### src/timer_pkg.sv
// Constants, register map and carrier types for the waveform and capture timer
package timer_pkg;

  // Register indices; byte address is four times the index
  localparam logic [4:0] IDX_CONTROL_A     = 5'h00;
  localparam logic [4:0] IDX_CONTROL_B_CLR = 5'h04;
  localparam logic [4:0] IDX_CONTROL_B_SET = 5'h05;
  localparam logic [4:0] IDX_CONTROL_C     = 5'h06;
  localparam logic [4:0] IDX_EVENT_CONTROL = 5'h0a;
  localparam logic [4:0] IDX_INT_FLAGS     = 5'h0e;
  localparam logic [4:0] IDX_STATUS        = 5'h0f;
  localparam logic [4:0] IDX_COUNT         = 5'h10;
  localparam logic [4:0] IDX_PERIOD        = 5'h14;
  localparam logic [4:0] IDX_CC0           = 5'h18;
  localparam logic [4:0] IDX_CC1           = 5'h19;

  // Field positions
  localparam int CA_SOFTWARE_RESET_BIT = 0;
  localparam int CA_ENABLE = 1;
  localparam int CA_WAVE_LSB = 5;
  localparam int CA_PRESC_LSB = 8;
  localparam int CA_RUN_IN_STANDBY = 11;
  localparam int CB_DIR = 0;
  localparam int CB_SINGLE_RUN_ENABLE = 2;
  localparam int CB_CMD_LSB = 6;
  localparam int CC_INV_LSB = 0;
  localparam int CC_CPT_LSB = 4;
  localparam int EV_ACT_LSB = 0;
  localparam int EV_INVERT = 4;
  localparam int EV_INPUT_EN = 5;
  localparam int EV_OVFEO = 8;
  localparam int EV_MCEO_LSB = 12;
  localparam int IF_OVF = 0;
  localparam int IF_ERR = 1;
  localparam int IF_MC_LSB = 4;
  localparam int ST_STOP = 3;
  localparam int ST_SYNCBUSY = 7;

  // Encodings
  localparam logic [1:0] WAVE_NORMAL_FREQUENCY_MODE = 2'h0;
  localparam logic [1:0] WAVE_MATCH_FREQUENCY_MODE = 2'h1;
  localparam logic [1:0] WAVE_NORMAL_PWM_MODE = 2'h2;
  localparam logic [1:0] WAVE_MATCH_PWM_MODE = 2'h3;
  localparam logic [2:0] EVENT_ACTION_SELECT_OFF = 3'h0;
  localparam logic [2:0] EVENT_ACTION_SELECT_RETRIGGER = 3'h1;
  localparam logic [2:0] EVENT_ACTION_SELECT_COUNT = 3'h2;
  localparam logic [2:0] EVENT_ACTION_SELECT_START = 3'h3;
  localparam logic [2:0] EVENT_ACTION_SELECT_PPW = 3'h5;
  localparam logic [2:0] EVENT_ACTION_SELECT_PWP = 3'h6;
  localparam logic [1:0] CMD_RETRIGGER = 2'h1;
  localparam logic [1:0] CMD_STOP = 2'h2;
  localparam logic [1:0] RESP_OKAY = 2'h0;
  localparam logic [1:0] RESP_SLVERR = 2'h2;

  // Reset values and counts
  localparam logic [7:0] PERIOD_RESET = 8'hff;
  localparam logic [2:0] SYNC_CYCLES = 3'h3;

  typedef struct packed {
    logic        awvalid;
    logic [7:0]  awaddr;
    logic        wvalid;
    logic [31:0] wdata;
    logic [3:0]  wstrb;
    logic        bready;
    logic        arvalid;
    logic [7:0]  araddr;
    logic        rready;
  } axi_req_type;

  typedef struct packed {
    logic        awready;
    logic        wready;
    logic        bvalid;
    logic [1:0]  bresp;
    logic        arready;
    logic        rvalid;
    logic [31:0] rdata;
    logic [1:0]  rresp;
  } axi_rsp_type;

  typedef enum logic {st_stopped, st_running} run_state_type;

endpackage

### src/timer_pwm_capture_single_run_enable.sv
// Timer counter with PWM, frequency, input capture, one-shot and register sync
//
// Our own choices: the AXI4-Lite interface to the registers and the address map.
`timescale 1ns/1ps
module timer_pwm_capture_single_run_enable
  import timer_pkg::*;
(
  input  wire logic        sys_clk,
  input  wire logic        rst_b,
  input  wire axi_req_type axi_req,
  output axi_rsp_type      axi_rsp,
  input  wire logic        event_pulse,
  input  wire logic        event_level,
  input  wire logic        standby,
  output logic [1:0]       waveform_output,
  output logic             overflow_event,
  output logic [1:0]       match_event
);

  typedef struct packed {
    axi_rsp_type   rsp;
    logic          aw_have;
    logic [7:0]    aw_addr;
    logic          w_have;
    logic [31:0]   w_data;
    logic [3:0]    w_strb;
    logic          enable;
    logic          run_in_standby;
    logic [2:0]    prescaler;
    logic [1:0]    wavegen;
    logic          dir;
    logic          single_run_enable;
    logic [1:0]    inven;
    logic [1:0]    capture_channel_enable;
    logic [2:0]    event_action_select;
    logic          event_input_invert;
    logic          event_input_enable;
    logic [1:0]    mceo;
    logic          ovfeo;
    logic          overflow_flag;
    logic          error_flag;
    logic [1:0]    match_capture_flag;
    run_state_type run;
    logic          stopped;
    logic [7:0]    count;
    logic [7:0]    period_value;
    logic [7:0]    cc0;
    logic [7:0]    cc1;
    logic [9:0]    presc;
    logic [1:0]    wo;
    logic [1:0]    wo_out;
    logic          ovf_ev;
    logic [1:0]    mc_ev;
    logic [2:0]    sync_cnt;
    logic [4:0]    pend_idx;
    logic [7:0]    pend_data;
  } state_type;

  state_type state_reg;
  state_type state_next;

  function automatic logic addr_mapped(input logic [7:0] a);
    logic [4:0] i;
    i = a[6:2];
    addr_mapped = (a[1:0] == 2'h0) && !a[7] &&
                  (i == IDX_CONTROL_A || i == IDX_CONTROL_B_CLR || i == IDX_CONTROL_B_SET ||
                   i == IDX_CONTROL_C || i == IDX_EVENT_CONTROL || i == IDX_INT_FLAGS ||
                   i == IDX_STATUS || i == IDX_COUNT || i == IDX_PERIOD ||
                   i == IDX_CC0 || i == IDX_CC1);
  endfunction

  function automatic logic is_synced(input logic [4:0] i);
    is_synced = (i == IDX_CONTROL_B_CLR || i == IDX_CONTROL_B_SET || i == IDX_CONTROL_C ||
                 i == IDX_COUNT || i == IDX_PERIOD || i == IDX_CC0 || i == IDX_CC1);
  endfunction

  // Last prescaler count before a tick
  function automatic logic [9:0] presc_limit(input logic [2:0] sel);
    case (sel)
      3'h0:    presc_limit = 10'h000;
      3'h1:    presc_limit = 10'h001;
      3'h2:    presc_limit = 10'h003;
      3'h3:    presc_limit = 10'h007;
      3'h4:    presc_limit = 10'h00f;
      3'h5:    presc_limit = 10'h03f;
      3'h6:    presc_limit = 10'h0ff;
      default: presc_limit = 10'h3ff;
    endcase
  endfunction

  always_comb begin
    logic        do_write;
    logic [4:0]  widx;
    logic [4:0]  ridx;
    logic [31:0] rd;
    logic        apply;
    logic [7:0]  pd;
    logic        cmd_retrig;
    logic        cmd_stop;
    logic        en_start;
    logic        ev;
    logic        ev_retrig;
    logic        ev_start;
    logic        halted;
    logic [7:0]  top;
    logic [7:0]  start_val;
    logic        presc_tick;
    logic        tick;
    logic        wrap;
    logic [1:0]  hit;
    logic [1:0]  cap;
    logic        two_edge;
    logic        restart_edge;
    logic        period_ch;
    logic        pwm_ch0;
    do_write = 1'b0;
    widx = state_reg.aw_addr[6:2];
    ridx = axi_req.araddr[6:2];
    rd = 32'h0000_0000;
    apply = (state_reg.sync_cnt == 3'h1);
    pd = state_reg.pend_data;
    cmd_retrig = 1'b0;
    cmd_stop = 1'b0;
    en_start = 1'b0;
    halted = 1'b0;
    top = 8'h00;
    start_val = 8'h00;
    presc_tick = 1'b0;
    tick = 1'b0;
    wrap = 1'b0;
    hit = 2'h0;
    cap = 2'h0;
    two_edge = 1'b0;
    restart_edge = 1'b0;
    period_ch = 1'b0;
    pwm_ch0 = 1'b0;
    ev = 1'b0;
    ev_retrig = 1'b0;
    ev_start = 1'b0;
    state_next = state_reg;
    state_next.ovf_ev = 1'b0;
    state_next.mc_ev = 2'h0;

    // Write address and data are taken independently, in either order
    if (axi_req.awvalid && state_reg.rsp.awready) begin
      state_next.aw_have = 1'b1;
      state_next.aw_addr = axi_req.awaddr;
    end
    if (axi_req.wvalid && state_reg.rsp.wready) begin
      state_next.w_have = 1'b1;
      state_next.w_data = axi_req.wdata;
      state_next.w_strb = axi_req.wstrb;
    end
    if (state_reg.rsp.bvalid && axi_req.bready) begin
      state_next.rsp.bvalid = 1'b0;
    end
    do_write = state_reg.aw_have && state_reg.w_have && !state_reg.rsp.bvalid;
    if (do_write) begin
      state_next.aw_have = 1'b0;
      state_next.w_have = 1'b0;
      state_next.rsp.bvalid = 1'b1;
      state_next.rsp.bresp = addr_mapped(state_reg.aw_addr) ? RESP_OKAY : RESP_SLVERR;
    end

    // Flags cleared by writing one; hardware sets below win in the same cycle
    if (do_write && addr_mapped(state_reg.aw_addr) && state_reg.w_strb[0]) begin
      case (widx)
        IDX_CONTROL_A: begin
          state_next.wavegen = state_reg.w_data[CA_WAVE_LSB +: 2];
          if (state_reg.w_data[CA_SOFTWARE_RESET_BIT] || state_reg.w_data[CA_ENABLE] != state_reg.enable) begin
            state_next.pend_idx = widx;
            state_next.pend_data = state_reg.w_data[7:0];
            state_next.sync_cnt = SYNC_CYCLES;
          end
        end
        IDX_EVENT_CONTROL: begin
          state_next.event_action_select = state_reg.w_data[EV_ACT_LSB +: 3];
          state_next.event_input_invert = state_reg.w_data[EV_INVERT];
          state_next.event_input_enable = state_reg.w_data[EV_INPUT_EN];
        end
        IDX_INT_FLAGS: begin
          if (state_reg.w_data[IF_OVF]) begin
            state_next.overflow_flag = 1'b0;
          end
          if (state_reg.w_data[IF_ERR]) begin
            state_next.error_flag = 1'b0;
          end
          state_next.match_capture_flag = state_reg.match_capture_flag &
                                          ~state_reg.w_data[IF_MC_LSB +: 2];
        end
        default: begin
          if (is_synced(widx)) begin
            state_next.pend_idx = widx;
            state_next.pend_data = state_reg.w_data[7:0];
            state_next.sync_cnt = SYNC_CYCLES;
          end
        end
      endcase
    end
    if (do_write && addr_mapped(state_reg.aw_addr) && state_reg.w_strb[1]) begin
      if (widx == IDX_CONTROL_A) begin
        state_next.prescaler = state_reg.w_data[CA_PRESC_LSB +: 3];
        state_next.run_in_standby = state_reg.w_data[CA_RUN_IN_STANDBY];
      end
      if (widx == IDX_EVENT_CONTROL) begin
        state_next.ovfeo = state_reg.w_data[EV_OVFEO];
        state_next.mceo = state_reg.w_data[EV_MCEO_LSB +: 2];
      end
    end

    // Read channel: data one cycle after the address is taken
    if (state_reg.rsp.rvalid && axi_req.rready) begin
      state_next.rsp.rvalid = 1'b0;
      state_next.rsp.arready = 1'b1;
    end
    if (axi_req.arvalid && state_reg.rsp.arready) begin
      case (ridx)
        IDX_CONTROL_A: begin
          rd[CA_ENABLE] = state_reg.enable;
          rd[CA_WAVE_LSB +: 2] = state_reg.wavegen;
          rd[CA_PRESC_LSB +: 3] = state_reg.prescaler;
          rd[CA_RUN_IN_STANDBY] = state_reg.run_in_standby;
        end
        IDX_CONTROL_B_CLR, IDX_CONTROL_B_SET: begin
          rd[CB_DIR] = state_reg.dir;
          rd[CB_SINGLE_RUN_ENABLE] = state_reg.single_run_enable;
        end
        IDX_CONTROL_C: begin
          rd[CC_INV_LSB +: 2] = state_reg.inven;
          rd[CC_CPT_LSB +: 2] = state_reg.capture_channel_enable;
        end
        IDX_EVENT_CONTROL: begin
          rd[EV_ACT_LSB +: 3] = state_reg.event_action_select;
          rd[EV_INVERT] = state_reg.event_input_invert;
          rd[EV_INPUT_EN] = state_reg.event_input_enable;
          rd[EV_OVFEO] = state_reg.ovfeo;
          rd[EV_MCEO_LSB +: 2] = state_reg.mceo;
        end
        IDX_INT_FLAGS: begin
          rd[IF_OVF] = state_reg.overflow_flag;
          rd[IF_ERR] = state_reg.error_flag;
          rd[IF_MC_LSB +: 2] = state_reg.match_capture_flag;
        end
        IDX_STATUS: begin
          rd[ST_STOP] = state_reg.stopped;
          rd[ST_SYNCBUSY] = (state_reg.sync_cnt != 3'h0);
        end
        IDX_COUNT:  rd[7:0] = state_reg.count;
        IDX_PERIOD: rd[7:0] = state_reg.period_value;
        IDX_CC0:    rd[7:0] = state_reg.cc0;
        IDX_CC1:    rd[7:0] = state_reg.cc1;
        default:    rd = 32'h0000_0000;
      endcase
      state_next.rsp.arready = 1'b0;
      state_next.rsp.rvalid = 1'b1;
      state_next.rsp.rdata = addr_mapped(axi_req.araddr) ? rd : 32'h0000_0000;
      state_next.rsp.rresp = addr_mapped(axi_req.araddr) ? RESP_OKAY : RESP_SLVERR;
    end
    state_next.rsp.awready = !state_next.aw_have;
    state_next.rsp.wready = !state_next.w_have;

    // Synchronised writes land after a fixed delay; busy shows meanwhile
    if (state_reg.sync_cnt != 3'h0) begin
      state_next.sync_cnt = 3'(state_reg.sync_cnt - 3'h1);
    end
    if (apply) begin
      case (state_reg.pend_idx)
        IDX_CONTROL_A: begin
          state_next.enable = pd[CA_ENABLE];
          en_start = pd[CA_ENABLE] && !state_reg.enable &&
                     state_reg.event_action_select != EVENT_ACTION_SELECT_RETRIGGER;
        end
        IDX_CONTROL_B_SET: begin
          state_next.dir = state_reg.dir | pd[CB_DIR];
          state_next.single_run_enable = state_reg.single_run_enable | pd[CB_SINGLE_RUN_ENABLE];
          cmd_retrig = (pd[CB_CMD_LSB +: 2] == CMD_RETRIGGER);
          cmd_stop = (pd[CB_CMD_LSB +: 2] == CMD_STOP);
        end
        IDX_CONTROL_B_CLR: begin
          state_next.dir = state_reg.dir & ~pd[CB_DIR];
          state_next.single_run_enable = state_reg.single_run_enable & ~pd[CB_SINGLE_RUN_ENABLE];
        end
        IDX_CONTROL_C: begin
          state_next.inven = pd[CC_INV_LSB +: 2];
          state_next.capture_channel_enable = pd[CC_CPT_LSB +: 2];
        end
        default: begin
        end
      endcase
    end

    // Counter domain
    halted = standby && !state_reg.run_in_standby;
    top = (state_reg.wavegen == WAVE_NORMAL_FREQUENCY_MODE || state_reg.wavegen == WAVE_NORMAL_PWM_MODE) ?
          state_reg.period_value : state_reg.cc0;
    start_val = state_reg.dir ? top : 8'h00;
    ev = event_pulse && state_reg.event_input_enable;
    ev_retrig = ev && state_reg.event_action_select == EVENT_ACTION_SELECT_RETRIGGER;
    ev_start = ev && state_reg.event_action_select == EVENT_ACTION_SELECT_START;
    two_edge = state_reg.event_action_select == EVENT_ACTION_SELECT_PPW ||
               state_reg.event_action_select == EVENT_ACTION_SELECT_PWP;
    pwm_ch0 = state_reg.wavegen == WAVE_NORMAL_PWM_MODE;

    if (state_reg.run == st_running && !halted) begin
      if (state_reg.presc == presc_limit(state_reg.prescaler)) begin
        state_next.presc = 10'h000;
        presc_tick = 1'b1;
      end else begin
        state_next.presc = 10'(state_reg.presc + 10'h001);
      end
    end
    // Count events bypass the prescaler
    tick = state_reg.run == st_running && !halted && state_reg.enable &&
           (state_reg.event_action_select == EVENT_ACTION_SELECT_COUNT ? ev : presc_tick);

    if (state_reg.wavegen == WAVE_MATCH_PWM_MODE) begin
      state_next.wo[0] = 1'b1;
    end
    if (tick) begin
      hit[0] = state_reg.count == state_reg.cc0;
      hit[1] = state_reg.count == state_reg.cc1;
      if (!state_reg.dir) begin
        wrap = state_reg.count >= top;
        state_next.count = wrap ? 8'h00 : 8'(state_reg.count + 8'h01);
      end else begin
        wrap = state_reg.count == 8'h00;
        // Reload uses the top already landed, so a late write costs one period
        state_next.count = wrap ? top : 8'(state_reg.count - 8'h01);
      end
      if (wrap) begin
        state_next.overflow_flag = 1'b1;
        state_next.ovf_ev = state_reg.ovfeo;
      end
      for (int i = 0; i < 2; i++) begin
        if (hit[i] && !state_reg.capture_channel_enable[i]) begin
          state_next.match_capture_flag[i] = 1'b1;
          state_next.mc_ev[i] = state_reg.mceo[i];
        end
      end
      case (state_reg.wavegen)
        WAVE_NORMAL_PWM_MODE, WAVE_MATCH_PWM_MODE: begin
          if (!state_reg.dir) begin
            if (wrap) begin
              state_next.wo[1] = 1'b1;
            end
            if (hit[1]) begin
              state_next.wo[1] = 1'b0;
            end
            if (pwm_ch0 && wrap) begin
              state_next.wo[0] = 1'b1;
            end
            if (pwm_ch0 && hit[0]) begin
              state_next.wo[0] = 1'b0;
            end
          end else begin
            if (wrap) begin
              state_next.wo[1] = 1'b0;
            end
            if (hit[1]) begin
              state_next.wo[1] = 1'b1;
            end
            if (pwm_ch0 && wrap) begin
              state_next.wo[0] = 1'b0;
            end
            if (pwm_ch0 && hit[0]) begin
              state_next.wo[0] = 1'b1;
            end
          end
          if (!pwm_ch0 && wrap) begin
            state_next.wo[0] = 1'b0;
          end
        end
        default: begin
          state_next.wo = state_reg.wo ^ hit;
        end
      endcase
      if (wrap && state_reg.single_run_enable) begin
        state_next.run = st_stopped;
        state_next.stopped = 1'b1;
      end
    end

    // Commands and event actions
    if (state_reg.run == st_stopped) begin
      if (cmd_retrig || ev_retrig || ev_start || en_start) begin
        state_next.run = st_running;
        state_next.stopped = 1'b0;
        // PWM outputs take their start level at once, not at the first wrap
        if (pwm_ch0 || state_reg.wavegen == WAVE_MATCH_PWM_MODE) begin
          state_next.wo[1] = !state_reg.dir;
        end
        if (pwm_ch0) begin
          state_next.wo[0] = !state_reg.dir;
        end
      end
    end else if (cmd_retrig || ev_retrig) begin
      state_next.count = start_val;
      state_next.presc = 10'h000;
    end
    if (cmd_stop && state_reg.run == st_running) begin
      state_next.run = st_stopped;
      state_next.stopped = 1'b1;
      state_next.count = start_val;
    end
    if (!state_next.enable) begin
      state_next.run = st_stopped;
    end

    // Capture
    if (ev && two_edge) begin
      restart_edge = event_level ^ state_reg.event_input_invert;
      period_ch = state_reg.event_action_select == EVENT_ACTION_SELECT_PWP;
      cap[period_ch] = restart_edge;
      cap[~period_ch] = !restart_edge;
      if (restart_edge) begin
        state_next.count = 8'h00;
      end
    end else if (ev && state_reg.event_action_select == EVENT_ACTION_SELECT_OFF) begin
      cap = 2'h3;
    end
    cap = cap & state_reg.capture_channel_enable;
    for (int i = 0; i < 2; i++) begin
      if (cap[i]) begin
        if (state_reg.match_capture_flag[i]) begin
          state_next.error_flag = 1'b1;
        end else begin
          state_next.match_capture_flag[i] = 1'b1;
          state_next.mc_ev[i] = state_reg.mceo[i];
          if (i == 0) begin
            state_next.cc0 = state_reg.count;
          end else begin
            state_next.cc1 = state_reg.count;
          end
        end
      end
    end

    // Landed data writes take priority over counting and capture
    if (apply) begin
      case (state_reg.pend_idx)
        IDX_COUNT:  state_next.count = pd;
        IDX_PERIOD: state_next.period_value = pd;
        IDX_CC0:    state_next.cc0 = pd;
        IDX_CC1:    state_next.cc1 = pd;
        default: begin
        end
      endcase
      if (state_reg.pend_idx == IDX_CONTROL_A && pd[CA_SOFTWARE_RESET_BIT]) begin
        state_next.enable = 1'b0;
        state_next.run_in_standby = 1'b0;
        state_next.prescaler = 3'h0;
        state_next.wavegen = WAVE_NORMAL_FREQUENCY_MODE;
        state_next.dir = 1'b0;
        state_next.single_run_enable = 1'b0;
        state_next.inven = 2'h0;
        state_next.capture_channel_enable = 2'h0;
        state_next.event_action_select = EVENT_ACTION_SELECT_OFF;
        state_next.event_input_invert = 1'b0;
        state_next.event_input_enable = 1'b0;
        state_next.mceo = 2'h0;
        state_next.ovfeo = 1'b0;
        state_next.overflow_flag = 1'b0;
        state_next.error_flag = 1'b0;
        state_next.match_capture_flag = 2'h0;
        state_next.run = st_stopped;
        state_next.count = 8'h00;
        state_next.period_value = PERIOD_RESET;
        state_next.cc0 = 8'h00;
        state_next.cc1 = 8'h00;
        state_next.presc = 10'h000;
      end
    end

    // Stopped counter drives both waveform outputs low, inversion included
    if (state_next.run == st_stopped) begin
      state_next.wo = 2'h0;
      state_next.wo_out = 2'h0;
    end else begin
      state_next.wo_out = state_next.wo ^ state_next.inven;
    end
  end

  always_ff @(posedge sys_clk or negedge rst_b) begin
    if (!rst_b) begin
      state_reg <= '0;
      state_reg.rsp.awready <= 1'b1;
      state_reg.rsp.wready <= 1'b1;
      state_reg.rsp.arready <= 1'b1;
      state_reg.period_value <= PERIOD_RESET;
      state_reg.run <= st_stopped;
    end else begin
      state_reg <= state_next;
    end
  end

  assign axi_rsp = state_reg.rsp;
  assign waveform_output = state_reg.wo_out;
  assign overflow_event = state_reg.ovf_ev;
  assign match_event = state_reg.mc_ev;

endmodule

### config.mk
export PLATFORM = sky130hd
export DESIGN_NAME = timer_pwm_capture_single_run_enable
export DESIGN_NICKNAME = d
export VERILOG_FILES = /design/src/timer_pkg.sv /design/src/timer_pwm_capture_single_run_enable.sv
export SDC_FILE = /design/constraint.sdc
export NUM_CORES = 1
export LEC_CHECK = 0
export ABC_CLOCK_PERIOD_IN_PS = 3700
export BUFFER_PORTS_ARGS = -buffer_cell sky130_fd_sc_hd__buf_2
export CAP_MARGIN = 20
export CORE_MARGIN = 5
export CORE_UTILIZATION = 25
export DETAILED_ROUTE_END_ITERATION = 12
export REMOVE_ABC_BUFFERS = 1
export SYNTH_ARGS = -nofsm -noshare
export SYNTH_HDL_FRONTEND = slang
export SYNTH_SLANG_ARGS = --single-unit
### constraint.sdc
create_clock -name sys_clk -period 3.7 [get_ports sys_clk]
set_clock_uncertainty 0.05 [all_clocks]
set_input_delay 0.74 -clock sys_clk [delete_from_list [all_inputs] [get_ports sys_clk]]
set_output_delay 0.74 -clock sys_clk [all_outputs]
set_load 0.02 [all_outputs]
; Word level (Yosys, flattened, before mapping)
; Index checks and enable logic that the tools add are counted.
[word_totals]
reg_bits = 179
word_cells = 354
in_bits = 62
[op_classes]
reduce_logical = 103
magnitude_cmp = 5
n_eq_ne = 51
n_addsub = 4
n_mux = 133
n_bitwise = 15
[ops]
columns = op, n
row1 = 2-to-1 mux 8 bit, 15
row2 = 2-to-1 mux 42 bit, 2
row3 = 2-to-1 mux 16 bit, 5
row4 = case mux 10 bit (7 select lines), 1
row5 = "== test 5 bit, second input constant", 12
row6 = 2-to-1 mux 10 bit, 6
row7 = 2-to-1 mux 26 bit, 2
row8 = 2-to-1 mux 1 bit, 50
row9 = "== test 5 x 3 -> 1 bit, second input constant", 9
row10 = 2-to-1 mux 2 bit, 19
row11 = 2-to-1 mux 37 bit, 1
row12 = 2-to-1 mux 36 bit, 1
row13 = logical AND 1 bit, 35
row14 = logical OR 1 bit, 33
row15 = case mux 16 bit (2 select lines), 1
row16 = "== test 5 x 4 -> 1 bit, second input constant", 6
row17 = case mux 1 bit (8 select lines), 3
row18 = 2-to-1 mux 4 bit, 5
row19 = 2-to-1 mux 3 bit, 6
row20 = == test 8 bit, 2
row21 = "== test 3 bit, second input constant", 5
row22 = logical NOT 5 bit, 3
row23 = case mux 1 bit (5 select lines), 3
row24 = 2-to-1 mux 14 bit, 1
row25 = 43 further kinds, 85

; Logic depth before layout (Yosys ltp)
[depth]
ltp_word = 25
ltp_mapped = 13
ltp_nobuf = 9

; Least setup slack after synthesis
; OpenSTA, ideal clock, no wires.
[synth_path]
path_kind = reg-to-reg
from = reg state_reg[85] (netlist name)
to = reg state_reg (netlist bit waveform_output[0])
n_path_buf = 3
t_required_ns = 3.525
arrival_time_ns = 2.916
synth_period_minus_slack_ns = 3.091
path_slack_ns = 0.609
path_stages_with_launch = 13
path_cell_list = dfrtp_1 > clkbuf_1 > buf_1 > mux2_2 > ha_1 > nor3b_1 > o21a_1 > o21ai_0 > buf_2 > a32o_1 > a211oi_1 > nor2_1 > mux2_2
[synth_lines]
columns = element, line
row1 = start: declaration, timer_pwm_capture_single_run_enable.sv:59  ; state_type state_reg;
row2 = start signal: assignment, timer_pwm_capture_single_run_enable.sv:492  ; state_reg <= state_next;

==> impl_metrics.env <==
export IMPL_synth_top_cell_by_area="dfrtp_1"
export IMPL_globalplace_congestion=0.916
export IMPL_met1_usage_pct=18.5
export IMPL_worst_setup_path_type="reg2reg"
export IMPL_path_clk_slew_ns=0.06
export IMPL_ys_types=71
export IMPL_crit_slowest_cell="dfrtp_1"
export IMPL_cts_sinks=139
export IMPL_synth_edf_count=0
export IMPL_drtIter0Drc=582
export IMPL_h_tree_depth=4
export IMPL_power_share_clock_pct=28.5
export IMPL_path_max_fanout=12
export IMPL_min_path_type="in2async"
export IMPL_dpl_cell_area_mm2=0.00885
export IMPL_syn_area_mm2=0.00821
export IMPL_synthFlopType="dfrtp_1"
export IMPL_dieWidth_um=191
export IMPL_hold_viol_final=0
export IMPL_num_vias=6616
export IMPL_final_antenna_net_count=0
export IMPL_cp_data_required_time_ns=3.96
export IMPL_yosysWarnings=0
export IMPL_rr_startpoint="state_reg[85]"
export IMPL_fillers=3393
export IMPL_synth_top_cell_area_share_pct=39.0
export IMPL_worst_pin_slew_ns=1.11
export IMPL_io_pins=108
export IMPL_drv_slew=0
export IMPL_final_area_mm2=0.00948
export IMPL_dr_pass1_iters=5
export IMPL_synth_common_cells="dfrtp_1, nor2_1, buf_4"
export IMPL_tns_ns=0
export IMPL_largest_reg_flops=113
export IMPL_p_sw_share_pct=36.6
export IMPL_tritoncts="built"
export IMPL_ys_ff_latch=139
export IMPL_total_power_uw=6360
export IMPL_p_leak_uw=0.00420
export IMPL_antenna_found_initial=4
export IMPL_start_kind="flop"
export IMPL_startpoint="state_reg[85]"
export IMPL_syn_avg_cell_area_um2=9.73
export IMPL_worstPathCellList="mux2i_1 -> ha_1 -> o211ai_1 -> o21a_1 -> o21ai_0 -> buf_12 -> nor4b_1 -> o31ai_1 -> a31o_1 -> mux2_4"
export IMPL_sequentialPowerShare_pct=41.4
export IMPL_area_growth_syn_to_layout_pct=15.4
export IMPL_endpoint_kind="flop"
export IMPL_hpwl_um=16900
export IMPL_crit_family="compound AO/OA/AOI/OAI gates"
export IMPL_power_switching_uw=2330
export IMPL_synth_sequential_area_ratio_pct=42.5
export IMPL_grtUsageTotal_pct=12.7
export IMPL_met2_usage_pct=18.4
export IMPL_max_freq_mhz=307
export IMPL_grt_max_degree=55
export IMPL_drc=0
export IMPL_grt_pass1_wl_um=36200
export IMPL_critPathBufInv=1
export IMPL_p_int_uw=4030
export IMPL_synthCells=844
export IMPL_vdd_drop_max_uv=362
export IMPL_slew_headroom_pct=25.1
export IMPL_async_flop_share_pct=100
export IMPL_p_comb_share_pct=30.1
export IMPL_die_y_um=191
export IMPL_rows=66
export IMPL_wl_um=23400
export IMPL_ctsLongestPathBuffers=2
export IMPL_core_area_mm2=0.0325
export IMPL_final_nets=957
export IMPL_io_buffers=67
export IMPL_drive_above_1_share_pct=20.8
export IMPL_finalSetupViolCount=0
export IMPL_die_area_mm2=0.0366
export IMPL_grt_busiest_layer="met1"
export IMPL_grt_util_met3_pct=3.43
export IMPL_vias_per_cell=4.94
export IMPL_insertion_delay_ns=0.42
export IMPL_ys_top_cells_by_area="dfrtp_1, mux2_2, mux2i_1"
export IMPL_yosysMostFrequentCell="dfrtp_1"
export IMPL_hold_buffers=0
export IMPL_initial_core_util_pct=25.3
export IMPL_rsz0062_at_grt="no"
export IMPL_status="finished clean"
export IMPL_worstPathArrival_ns=3.51
export IMPL_holdWs_ns=0.222
export IMPL_cts_root_buf="clkbuf_16"
export IMPL_cts_buffers=17
export IMPL_slowest_delay_ns=0.67
export IMPL_wl_per_cell_um=17.5
export IMPL_finalCriticalPeriod_ns=3.26
export IMPL_post_route_period_util_pct=88.0
export IMPL_cap_violations=0
export IMPL_power_density_mw_per_mm2=671
export IMPL_grt_pass1_vias=6279
export IMPL_post_cts_buffers=0
export IMPL_grt_overflow_total=0
export IMPL_cts_resized=0
-- power by group through the flow --
stage / clock (uW) / sequential [uW] / combinational (uW)
floorplan: 0 / 2450 / 1300
global placement: 0 / 2640 / 1860
detailed placement: 0 / 2650 / 1890
CTS: 1870 / 2630 / 1910
global route: 1930 / 2710 / 2100
finish: 1810 / 2640 / 1910
-- worst register-to-register path, stage by stage (launching register included) --
cell	delay (ns)
dfrtp_1	0.67
mux2i_1	0.42
ha_1	0.25
o211ai_1	0.10
o21a_1	0.18
o21ai_0	0.38
buf_12	0.20
nor4b_1	0.25
o31ai_1	0.10
a31o_1	0.25
mux2_4	0.30
-- metal layers --
layer  share of wire (%)  wire length (um)  vias to the layer above
li1                    -                 -                     3082
met1                  46             10900                     3204
met3                 9.1              2140                       38
met2                  42              9930                      288
met5               0.081                19                        -
met4                 2.0               457                        4
-- cells by family (layout without fill, tap and decap cells) --
| logic type | after synthesis | count (layout) | share of synthesized area, % |
|---|---|---|---|
| AOI/OAI and AO/OA | 189 | 189 | 16.5 |
| xor gates and xnor gates | 31 | 31 | 3.31 |
| adders and majority gates | 14 | 14 | 2.13 |
| buffers and inverters | 117 | 148 | 7.71 |
| DFF | 139 | 139 | 42.5 |
| muxes | 88 | 88 | 11.4 |
| other | 1 | 23 | 0.0457 |
| and+or+nand+nor | 265 | 265 | 16.4 |
-- worst paths after layout --
path	end	slack, ns	cells past startpoint
worst max-delay path	waveform_output[1]	0.44	10
worst min-delay path	state_reg[29]	0.22	1
worst max register to register	waveform_output[1]	0.44	10
worst min register to register	axi_rsp[7]	0.42	1
max in group asynchronous	axi_rsp[35]	2.53	2
min in group sys_clk	axi_rsp[7]	0.42	1
-- through the flow --
step,utilization [%],setup WS [ns],cells
6_report,29.2,0.443,1339
5_1_grt,29.2,0.293,1336
4_1_cts,29.2,0.479,1336
3_5_place_dp,27.3,0.499,1304
3_3_place_gp,27.3,0.483,1304
2_1_floorplan,-,0.119,768
-- placed cells by master, fill, tap and decap left out, types with 14 or more instances in the layout --
master     instances
mux2_2            43
a211oi_1          20
nand3_1           21
conb_1            20
o21ai_0           23
inv_1             22
dfrtp_1          128
a21oi_1           34
mux2i_1           44
buf_2             66
xnor2_1           23
nor3_1            14
nor2_1            97
clkbuf_16         17
a22oi_1           18
ha_1              14
nand2_1           45
buf_4             25
-- final cells by class --
cell class,instances,area [um2],area share (%)
repair buffers,94,569,6.01
clock buffers,20,437,4.61
inverters,22,82.6,0.872
diodes,3,7.51,0.0792
flip-flops and latches,139,3490,36.9
multi-input cells,607,4160,43.9
well taps,442,553,5.84
clock inverters,12,176,1.86
Note: power is estimated with default switching activity, not from simulation.
